File: src/common/tmr_params.svh
// constants of the 16-bit timer mode sequencer: mode codes, tops, actions
// assumes inclusion by its bare name from the package and the modules
`ifndef TMR_PARAMS_SVH
`define TMR_PARAMS_SVH
`define TMR_W 16
`define TMR_MAX 16'hFFFF
`define TMR_BOTTOM 16'h0000
`define TMR_TOP8 16'h00FF
`define TMR_TOP9 16'h01FF
`define TMR_TOP10 16'h03FF
`define TMR_WGM_NORMAL 4'h0
`define TMR_WGM_CTC_OCR 4'h4
`define TMR_WGM_PWM8 4'h5
`define TMR_WGM_PWM9 4'h6
`define TMR_WGM_PWM10 4'h7
`define TMR_WGM_CTC_ICR 4'hC
`define TMR_WGM_PWM_ICR 4'hE
`define TMR_WGM_PWM_OCR 4'hF
`define TMR_ACT_NONE 2'h0
`define TMR_ACT_TOGGLE 2'h1
`define TMR_ACT_CLEAR 2'h2
`define TMR_ACT_SET 2'h3
`define TMR_CS_STOP 3'h0
`define TMR_CS_DIV1 3'h1
`define TMR_CS_DIV8 3'h2
`define TMR_CS_DIV64 3'h3
`define TMR_CS_DIV256 3'h4
`define TMR_CS_DIV1024 3'h5
`define TMR_PRE_W 10
`define TMR_DIV8_MASK 10'h007
`define TMR_DIV64_MASK 10'h03F
`define TMR_DIV256_MASK 10'h0FF
`define TMR_DIV1024_MASK 10'h3FF
`endif

File: src/common/tmr_pkg.sv
// types of the 16-bit timer mode sequencer
// assumes tmr_params.svh on the include path
`include "tmr_params.svh"
package tmr_pkg;
   typedef logic [`TMR_W-1:0] tmr_word_t;
   typedef enum logic [2:0] {
      TMR_NORMAL, TMR_CTC_OCR, TMR_CTC_ICR, TMR_PWM8,
      TMR_PWM9, TMR_PWM10, TMR_PWM_ICR, TMR_PWM_OCR
   } tmr_mode_e;

   // phase-correct codes are not built; they fall back to plain counting
   function automatic tmr_mode_e tmr_decode(input logic [3:0] code);
      tmr_mode_e m;
      m = TMR_NORMAL;
      unique case (code)
         `TMR_WGM_NORMAL: m = TMR_NORMAL;
         `TMR_WGM_CTC_OCR: m = TMR_CTC_OCR;
         `TMR_WGM_CTC_ICR: m = TMR_CTC_ICR;
         `TMR_WGM_PWM8: m = TMR_PWM8;
         `TMR_WGM_PWM9: m = TMR_PWM9;
         `TMR_WGM_PWM10: m = TMR_PWM10;
         `TMR_WGM_PWM_ICR: m = TMR_PWM_ICR;
         `TMR_WGM_PWM_OCR: m = TMR_PWM_OCR;
         default: m = TMR_NORMAL;
      endcase
      return m;
   endfunction
endpackage

File: src/common/tmr_cmp_if.sv
// link between the sequencer and one compare/output channel
// assumes tmr_pkg compiled first
`timescale 1ns/1ps
interface tmr_cmp_if;
   import tmr_pkg::*;
   logic clk_en;
   logic tick;
   logic block;
   logic pwm;
   logic bottom;
   logic toggle_ok;
   logic flag_clr;
   logic sync_rst;
   tmr_word_t count;
   tmr_word_t value;
   logic [1:0] action;
   logic flag;
   logic wave;
   modport ctl(output clk_en, tick, block, pwm, bottom, toggle_ok,
      flag_clr, sync_rst, count, value, action, input flag, wave);
   modport unit(input clk_en, tick, block, pwm, bottom, toggle_ok,
      flag_clr, sync_rst, count, value, action, output flag, wave);
endinterface

File: src/rtl/tmr_prescale.sv
// timer clock prescaler: one-cycle tick at the selected division
// assumes clk_en freezes it together with the rest of the timer
`timescale 1ns/1ps
`include "tmr_params.svh"
module tmr_prescale
   import tmr_pkg::*;
(
   // clock and reset
   input wire logic clk_sys,
   input wire logic rst,
   input wire logic clk_en,
   // control
   input wire logic [2:0] clock_select,
   // timer clock
   output logic tick
);
   logic [`TMR_PRE_W-1:0] div;

   always_ff @(posedge clk_sys or posedge rst) begin
      if (rst) begin
         div <= '0;
      end else if (clk_en) begin
         div <= div + 1'b1;
      end
   end

   // unsupported selects stop the timer
   always_comb begin
      unique case (clock_select)
         `TMR_CS_DIV1: tick = clk_en;
         `TMR_CS_DIV8: tick = clk_en && (div & `TMR_DIV8_MASK) ==
            `TMR_DIV8_MASK;
         `TMR_CS_DIV64: tick = clk_en && (div & `TMR_DIV64_MASK) ==
            `TMR_DIV64_MASK;
         `TMR_CS_DIV256: tick = clk_en && (div & `TMR_DIV256_MASK) ==
            `TMR_DIV256_MASK;
         `TMR_CS_DIV1024: tick = clk_en && div == `TMR_DIV1024_MASK;
         default: tick = 1'b0;
      endcase
   end
endmodule

File: src/rtl/tmr_compare.sv
// one compare channel: match, compare flag and internal waveform level
// assumes the sequencer supplies tick, block and bottom on clk_sys
`timescale 1ns/1ps
`include "tmr_params.svh"
module tmr_compare
   import tmr_pkg::*;
(
   // clock and reset
   input wire logic clk_sys,
   input wire logic rst,
   // sequencer side
   tmr_cmp_if.unit cmp
);
   logic hit;

   assign hit = cmp.tick && !cmp.block && cmp.count == cmp.value;

   // set beats a clear arriving in the same cycle
   always_ff @(posedge clk_sys or posedge rst) begin
      if (rst) begin
         cmp.flag <= 1'b0;
      end else if (cmp.clk_en) begin
         if (cmp.sync_rst) begin
            cmp.flag <= 1'b0;
         end else if (hit) begin
            cmp.flag <= 1'b1;
         end else if (cmp.flag_clr) begin
            cmp.flag <= 1'b0;
         end
      end
   end

   // action only shapes the level, never the count
   always_ff @(posedge clk_sys or posedge rst) begin
      if (rst) begin
         cmp.wave <= 1'b0;
      end else if (cmp.clk_en) begin
         if (cmp.sync_rst) begin
            cmp.wave <= 1'b0;
         end else if (cmp.pwm) begin
            unique case (cmp.action)
               `TMR_ACT_NONE: cmp.wave <= cmp.wave;
               `TMR_ACT_TOGGLE: cmp.wave <= cmp.wave ^ (hit && cmp.toggle_ok);
               // bottom wins so compare equal to top gives a flat level
               `TMR_ACT_CLEAR: cmp.wave <= cmp.bottom ? 1'b1 :
                  (hit ? 1'b0 : cmp.wave);
               `TMR_ACT_SET: cmp.wave <= cmp.bottom ? 1'b0 :
                  (hit ? 1'b1 : cmp.wave);
            endcase
         end else if (hit) begin
            unique case (cmp.action)
               `TMR_ACT_NONE: cmp.wave <= cmp.wave;
               `TMR_ACT_TOGGLE: cmp.wave <= !cmp.wave;
               `TMR_ACT_CLEAR: cmp.wave <= 1'b0;
               `TMR_ACT_SET: cmp.wave <= 1'b1;
            endcase
         end
      end
   end
endmodule

File: src/rtl/tmr_seq.sv
// 16-bit timer mode sequencer: counter, tops, buffers, flags and pins
// assumes all control ports come from logic on clk_sys, so none is synced
`timescale 1ns/1ps
`include "tmr_params.svh"
module tmr_seq
   import tmr_pkg::*;
(
   // clock, reset, freeze
   input wire logic clk_sys,
   input wire logic rst,
   input wire logic clk_en,
   input wire logic sync_rst,
   // configuration, loaded by cfg_wr
   input wire logic cfg_wr,
   input wire logic [3:0] waveform_mode_select,
   input wire logic [1:0] output_action_select_a,
   input wire logic [1:0] output_action_select_b,
   input wire logic [2:0] clock_select,
   // data writes
   input wire logic [`TMR_W-1:0] wr_data,
   input wire logic counter_wr,
   input wire logic compare_a_wr,
   input wire logic compare_b_wr,
   input wire logic capture_wr,
   // flag clears
   input wire logic overflow_ack,
   input wire logic overflow_clr,
   input wire logic compare_a_clr,
   input wire logic compare_b_clr,
   input wire logic capture_clr,
   // pin direction
   input wire logic pin_direction_bit_a,
   input wire logic pin_direction_bit_b,
   // state
   output logic [`TMR_W-1:0] counter_value,
   output logic [`TMR_W-1:0] compare_a_value,
   output logic [`TMR_W-1:0] compare_b_value,
   output logic [`TMR_W-1:0] capture_value,
   output logic overflow_flag,
   output logic compare_a_flag,
   output logic compare_b_flag,
   output logic capture_flag,
   output logic wave_out_a,
   output logic wave_out_b,
   // pins
   output logic pin_a_out,
   output logic pin_a_oe,
   output logic pin_b_out,
   output logic pin_b_oe
);
   ////////////////////////////////////////////////////////////////////////
   logic [3:0] mode_code;
   logic [1:0] act_a;
   logic [1:0] act_b;
   logic [2:0] cs;
   tmr_mode_e mode;
   logic pwm;
   logic clear_on_match_mode;
   logic tick;
   logic block;
   logic top_hit;
   logic ovf_set;
   logic cap_set;
   tmr_word_t top;
   tmr_word_t buf_a;
   tmr_word_t buf_b;
   tmr_word_t wmask;
   tmr_cmp_if ch_a();
   tmr_cmp_if ch_b();

   ////////////////////////////////////////////////////////////////////////
   // configuration
   always_ff @(posedge clk_sys or posedge rst) begin
      if (rst) begin
         mode_code <= `TMR_WGM_NORMAL;
         act_a <= `TMR_ACT_NONE;
         act_b <= `TMR_ACT_NONE;
         cs <= `TMR_CS_STOP;
      end else if (clk_en) begin
         if (sync_rst) begin
            mode_code <= `TMR_WGM_NORMAL;
            act_a <= `TMR_ACT_NONE;
            act_b <= `TMR_ACT_NONE;
            cs <= `TMR_CS_STOP;
         end else if (cfg_wr) begin
            mode_code <= waveform_mode_select;
            act_a <= output_action_select_a;
            act_b <= output_action_select_b;
            cs <= clock_select;
         end
      end
   end

   assign mode = tmr_decode(mode_code);
   assign pwm = mode inside {TMR_PWM8, TMR_PWM9, TMR_PWM10,
      TMR_PWM_ICR, TMR_PWM_OCR};
   assign clear_on_match_mode = mode inside {TMR_CTC_OCR, TMR_CTC_ICR};

   tmr_prescale u_pre (
      .clk_sys(clk_sys),
      .rst(rst),
      .clk_en(clk_en),
      .clock_select(cs),
      .tick(tick)
   );

   ////////////////////////////////////////////////////////////////////////
   // top selection; only the mode code picks it, never the action
   always_comb begin
      top = `TMR_MAX;
      unique case (mode)
         TMR_NORMAL: top = `TMR_MAX;
         TMR_CTC_OCR: top = compare_a_value;
         TMR_CTC_ICR: top = capture_value;
         TMR_PWM8: top = `TMR_TOP8;
         TMR_PWM9: top = `TMR_TOP9;
         TMR_PWM10: top = `TMR_TOP10;
         TMR_PWM_ICR: top = capture_value;
         TMR_PWM_OCR: top = compare_a_value;
      endcase
   end

   // fixed tops mask the unused compare bits on write
   always_comb begin
      unique case (mode)
         TMR_PWM8: wmask = `TMR_TOP8;
         TMR_PWM9: wmask = `TMR_TOP9;
         TMR_PWM10: wmask = `TMR_TOP10;
         default: wmask = `TMR_MAX;
      endcase
   end

   // a blocked tick cannot see top either
   assign top_hit = tick && !block && counter_value == top;
   assign ovf_set = tick && (pwm ? top_hit :
      counter_value == `TMR_MAX);
   assign cap_set = top_hit &&
      (mode == TMR_CTC_ICR || mode == TMR_PWM_ICR);

   ////////////////////////////////////////////////////////////////////////
   // counter
   always_ff @(posedge clk_sys or posedge rst) begin
      if (rst) begin
         counter_value <= `TMR_BOTTOM;
      end else if (clk_en) begin
         if (sync_rst) begin
            counter_value <= `TMR_BOTTOM;
         end else if (counter_wr) begin
            counter_value <= wr_data;
         end else if (tick) begin
            // a missed top simply wraps through max
            if ((pwm || clear_on_match_mode) && top_hit) begin
               counter_value <= `TMR_BOTTOM;
            end else begin
               counter_value <= counter_value + 1'b1;
            end
         end
      end
   end

   // match blocking after a counter write, held even while stopped
   always_ff @(posedge clk_sys or posedge rst) begin
      if (rst) begin
         block <= 1'b0;
      end else if (clk_en) begin
         if (sync_rst) begin
            block <= 1'b0;
         end else if (counter_wr) begin
            block <= 1'b1;
         end else if (tick) begin
            block <= 1'b0;
         end
      end
   end

   ////////////////////////////////////////////////////////////////////////
   // compare and capture registers; compare buffered only in pwm modes, capture never
   always_ff @(posedge clk_sys or posedge rst) begin
      if (rst) begin
         compare_a_value <= `TMR_BOTTOM;
         compare_b_value <= `TMR_BOTTOM;
         buf_a <= `TMR_BOTTOM;
         buf_b <= `TMR_BOTTOM;
      end else if (clk_en) begin
         if (compare_a_wr) begin
            buf_a <= wr_data & wmask;
         end
         if (compare_b_wr) begin
            buf_b <= wr_data & wmask;
         end
         if (pwm) begin
            if (top_hit) begin
               compare_a_value <= buf_a;
               compare_b_value <= buf_b;
            end
         end else begin
            // unbuffered top takes effect at once
            if (compare_a_wr) begin
               compare_a_value <= wr_data;
            end
            if (compare_b_wr) begin
               compare_b_value <= wr_data;
            end
         end
      end
   end

   // capture unit itself is outside; software loads the top here
   always_ff @(posedge clk_sys or posedge rst) begin
      if (rst) begin
         capture_value <= `TMR_BOTTOM;
      end else if (clk_en && capture_wr) begin
         capture_value <= wr_data;
      end
   end

   ////////////////////////////////////////////////////////////////////////
   // flags: set wins over a clear strobe in the same cycle, but sync_rst wins over set
   always_ff @(posedge clk_sys or posedge rst) begin
      if (rst) begin
         overflow_flag <= 1'b0;
      end else if (clk_en) begin
         if (sync_rst) begin
            overflow_flag <= 1'b0;
         end else if (ovf_set) begin
            overflow_flag <= 1'b1;
         end else if (overflow_ack || overflow_clr) begin
            overflow_flag <= 1'b0;
         end
      end
   end

   always_ff @(posedge clk_sys or posedge rst) begin
      if (rst) begin
         capture_flag <= 1'b0;
      end else if (clk_en) begin
         if (sync_rst) begin
            capture_flag <= 1'b0;
         end else if (cap_set) begin
            capture_flag <= 1'b1;
         end else if (capture_clr) begin
            capture_flag <= 1'b0;
         end
      end
   end

   ////////////////////////////////////////////////////////////////////////
   // compare channels; compare A matching its own top sets its flag
   assign ch_a.clk_en = clk_en;
   assign ch_a.tick = tick;
   assign ch_a.block = block;
   assign ch_a.pwm = pwm;
   assign ch_a.bottom = pwm && top_hit;
   assign ch_a.toggle_ok = !pwm || mode == TMR_PWM_OCR;
   assign ch_a.flag_clr = compare_a_clr;
   assign ch_a.sync_rst = sync_rst;
   assign ch_a.count = counter_value;
   assign ch_a.value = compare_a_value;
   assign ch_a.action = act_a;

   // channel B cannot toggle in pwm modes
   assign ch_b.clk_en = clk_en;
   assign ch_b.tick = tick;
   assign ch_b.block = block;
   assign ch_b.pwm = pwm;
   assign ch_b.bottom = pwm && top_hit;
   assign ch_b.toggle_ok = !pwm;
   assign ch_b.flag_clr = compare_b_clr;
   assign ch_b.sync_rst = sync_rst;
   assign ch_b.count = counter_value;
   assign ch_b.value = compare_b_value;
   assign ch_b.action = act_b;

   tmr_compare u_cmp_a (
      .clk_sys(clk_sys),
      .rst(rst),
      .cmp(ch_a.unit)
   );

   tmr_compare u_cmp_b (
      .clk_sys(clk_sys),
      .rst(rst),
      .cmp(ch_b.unit)
   );

   assign compare_a_flag = ch_a.flag;
   assign compare_b_flag = ch_b.flag;
   assign wave_out_a = ch_a.wave;
   assign wave_out_b = ch_b.wave;

   ////////////////////////////////////////////////////////////////////////
   // pins: registered so the pad sees no decode glitch, one cycle behind
   always_ff @(posedge clk_sys or posedge rst) begin
      if (rst) begin
         pin_a_out <= 1'b0;
         pin_a_oe <= 1'b0;
         pin_b_out <= 1'b0;
         pin_b_oe <= 1'b0;
      end else if (clk_en) begin
         pin_a_out <= ch_a.wave && pin_direction_bit_a;
         pin_a_oe <= pin_direction_bit_a;
         pin_b_out <= ch_b.wave && pin_direction_bit_b;
         pin_b_oe <= pin_direction_bit_b;
      end
   end

   logic live;
   assign live = clk_en && !sync_rst;
endmodule

File: config.mk
export PLATFORM = sky130hd
export DESIGN_NAME = tmr_seq
export DESIGN_NICKNAME = d
export VERILOG_FILES = /design/src/common/tmr_pkg.sv /design/src/common/tmr_cmp_if.sv /design/src/rtl/tmr_prescale.sv /design/src/rtl/tmr_compare.sv /design/src/rtl/tmr_seq.sv
export VERILOG_INCLUDE_DIRS = /design/src /design/src/common
export SDC_FILE = /design/constraint.sdc
export NUM_CORES = 1
export LEC_CHECK = 0
export BUFFER_PORTS_ARGS = -buffer_cell sky130_fd_sc_hd__buf_4
export CORE_ASPECT_RATIO = 0.75
export CORE_MARGIN = 2
export CORE_UTILIZATION = 30
export DETAILED_ROUTE_END_ITERATION = 8
export HOLD_SLACK_MARGIN = 0.15
export SETUP_SLACK_MARGIN = 0.4
export SKIP_LAST_GASP = 1
export SLEW_MARGIN = 10
export SYNTH_ARGS = -nofsm -noshare
export SYNTH_HDL_FRONTEND = slang
export SYNTH_HIERARCHICAL = 1
export SYNTH_SLANG_ARGS = --single-unit
File: constraint.sdc
create_clock -name clk_sys -period 5.2 [get_ports clk_sys]
set_input_delay 1.04 -clock clk_sys [delete_from_list [all_inputs] [get_ports clk_sys]]
set_output_delay 1.04 -clock clk_sys [all_outputs]
set_load 0.05 [all_outputs]
==> results.yml <==
sta:
  timing.fmax_mhz: 242
  slew-limit-headroom_pct: 24.3
  final_hold_viol_count: 0
  finalHoldWorstSlack_ps: 468
  finalMaxSlewViolations: 0
  setup_repair_after_global_routing_missed_its_margin: "false"
  timing.final.setup_violations: 0
  final_period_minus_worst_setup_slack_ps: 4140
  finalSetupTns_ps: 0
  fin_crit_sh_pct: 79.5
  timing.clock.skew_ps: 14.7
  worst_slew_pin_slew_ps: 1140
clock_tree:
  cts_buffers: 17
  clockRootBuffer: "sky130_fd_sc_hd__clkbuf_16"
  clock_path_buffers: 2
  cts_htree_levels: 4
  clk_transition_reported_paths_ps: 60
  clock-sinks: 128
  total_setup_buffers_inserted_after_cts: 0
  tritoncts: "done"
  clk-insertion-delay-late_ps: 430
  ctsHoldBuffers: 0
  cts_resized: 0
route:
  avgViaCountPerCell: 5.48
  dr.pass1.iters: 5
  wire_per_inst_um: 21.0
  remaining_drc_errors: 0
  drtIter0Drc: 840
  routed_wirelength_mm: 25.3
  ant_nets: 0
  via_count: 6592
die:
  floorplan.die_area_sq_um: 26200
  floorplan.io_pins: 117
  die_height_um: 141
  placeable_core_region_sq_um: 24200
  std_cell_rows: 49
  initial_utilization_pct: 30.8
  die_width_um: 186
yosys:
  postSynthAreaPerCell_sq_um: 9.78
  yosys.cell_count.top_type: "sky130_fd_sc_hd__dfrtp_1"
  ys_top_cells_by_area: "sky130_fd_sc_hd__dfrtp_1, sky130_fd_sc_hd__mux2_2, sky130_fd_sc_hd__o221a_1"
  ys_dominant_reg_cell: "sky130_fd_sc_hd__dfrtp_1"
  synth.top_cells.by_count: "sky130_fd_sc_hd__dfrtp_1, sky130_fd_sc_hd__nand2_1, sky130_fd_sc_hd__o21ai_0, sky130_fd_sc_hd__nand3_1, sky130_fd_sc_hd__or2_2"
  synth-edff-count: 0
  yosysWarningCount: 6
  yosysUniqueCellTypes: 79
  synth_top_cell_area_share_pct: 42.9
  syn_area_sq_um: 7460
  seq_area_frac_synth_pct: 42.9
  syn_nets: 809
  post_synth_inst_count: 763
  synth.ff_latch_count: 128
  yosysTopAreaCell: "sky130_fd_sc_hd__dfrtp_1"
  postSynth.asyncResetShare_pct: 100
pwr:
  power.density_nw_per_um2: 397
  p_leak_nw: 3.78
  vdd_ir_drop_max_v: 0.000203
worst_setup_path:
  critical_path.endpoint_type: "register"
  critical_path.max_fanout: 39
  worst-endpoint-required_ps: 5540
  worst-endpoint-arrival_ps: 4480
  timing.setup.critical_path_class: "reg2reg"
  rrSetupSlack_ps: 1060
  setup.worst_path.start_class: "register"
global_route:
  grt_antenna_before_repair: 0
  first_global_vias: 6067
  grt_overflow: 0
  grt_pass1_wl_mm: 38.6
  global_route.usage.total_pct: 19.7
  grt_max_degree: 67
min_path:
  holdCritPathClass: "reg2reg"
finish:
  total_nets_final: 906
  antenna-diode-count: 0
  layout_overhead_on_the_synthesized_area_pct: 22.6
  share_of_cells_above_drive_strength_1_pct: 28.9
  n_fill_cell: 2367
outcome:
  run_status: "completed"
placed_design:
  place.port_buffers: 116
  gp_congestion: 0.897
  half_perimeter_wire_length_after_detailed_placement_mm: 17.9
flow_run:
  cap_viol_max_count: 0
sequential cells by signal, summed over array words and instances, names as in the netlist, 2 cells and up:
| name | flops |
|---|---|
| u_pre/div | 10 |
| compare_b_value | 16 |
| act_b | 2 |
| buf_b | 16 |
| act_a | 2 |
| buf_a | 16 |
| counter_value | 16 |
| capture_value | 16 |
| cs | 3 |
| mode_code | 4 |
| compare_a_value | 16 |
through the flow:
step / setup slack (ps) / util (%) / instances / power, mW / instance area (sq um)
2_1_floorplan: 1140 / - / 763 / 2.07 / 7460
3_3_place_gp: 956 / 35.4 / 1172 / 2.44 / 8570
3_5_place_dp: 822 / 35.4 / 1172 / 2.45 / 8570
4_1_cts: 1110 / 37.7 / 1204 / 3.64 / 9140
5_1_grt: 662 / 37.7 / 1204 / 3.78 / 9140
6_report: 1060 / 37.7 / 1204 / 3.63 / 9140
worst max-delay path, stage by stage (launching register included):
cell                       delay [ps]
sky130_fd_sc_hd__dfrtp_1         1090
sky130_fd_sc_hd__nor3_2           260
sky130_fd_sc_hd__a221o_1          460
sky130_fd_sc_hd__xnor2_1          130
sky130_fd_sc_hd__or4_1            400
sky130_fd_sc_hd__a22o_1           260
sky130_fd_sc_hd__and4b_2          370
sky130_fd_sc_hd__and2_1           240
sky130_fd_sc_hd__o21ai_0          100
sky130_fd_sc_hd__a211o_1          300
sky130_fd_sc_hd__a41o_1           220
sky130_fd_sc_hd__a211oi_2         210
final cells by class:
class	count	area (sq um)	share of cell area, %
Multi-Input combinational cell	553	3890	42.5
Sequential cell	128	3200	35.0
Timing Repair Buffer	123	923	10.1
Clock buffer	19	433	4.74
Tap cell	331	414	4.53
Inverter	37	141	1.55
Clock inverter	13	140	1.53
worst paths after layout:
| kind | from | end | cells after the start |
|---|---|---|---|
| min | u_pre/div[7] | u_pre/div[7] | 1 |
| max | mode_code[0] | u_cmp_b/cmp.wave | 11 |
| min reg2reg | u_pre/div[7] | u_pre/div[7] | 1 |
| min in group asynchronous | rst | u_cmp_b/cmp.flag | 2 |
| max in group asynchronous | rst | counter_value[9] | 3 |
| max reg2reg | mode_code[0] | u_cmp_b/cmp.wave | 11 |
placed cells by master, fill, tap and decap left out, drive strengths merged, types with 5 or more instances in the layout:
cell and instances:
and3 16, o21a 5, a31o 5, xor2 8, inv 38, o22ai 10
clkinv 6, nand2 62, a211oi 8, or2 37, clkbuf 19, o21ai 65
a31oi 6, a21oi 8, o211ai 7, nand3 50, o221a 33, dfrtp 128
a211o 5, xnor2 25, and4b 7, buf 123, nor2b 15, and2 6
a22o 10, nor2 23, or4 7, mux2 38, nand4 14, nor4 20
nor3 6
per-layer routing:
metal	track usage (%)	share of wire, %
met1	29.4	47
met4	6.38	2.4
met2	28.4	43
met5	0	0
met3	3.87	8.0
cells by family (layout without fill, tap and decap cells):
family	count (synthesis)	in the layout	synth area share (%)
simple gates	287	287	22.1
compound gates	192	192	19.9
flops	128	128	42.9
buf+inv	82	192	4.95
mux	38	38	5.74
xor+xnor	33	33	3.88
fa+ha+maj	3	3	0.503
where the power goes:
| part | internal, mW | leakage, nW | total, mW | switching [mW] |
|---|---|---|---|---|
| Clock | 0.705 | 0.269 | 1.19 | 0.481 |
| Combinational | 0.384 | 1.96 | 1.02 | 0.638 |
| Sequential | 1.15 | 1.55 | 1.42 | 0.276 |
| Total | 2.24 | 3.78 | 3.63 | 1.39 |
Note: power is estimated with default switching activity, not from simulation.
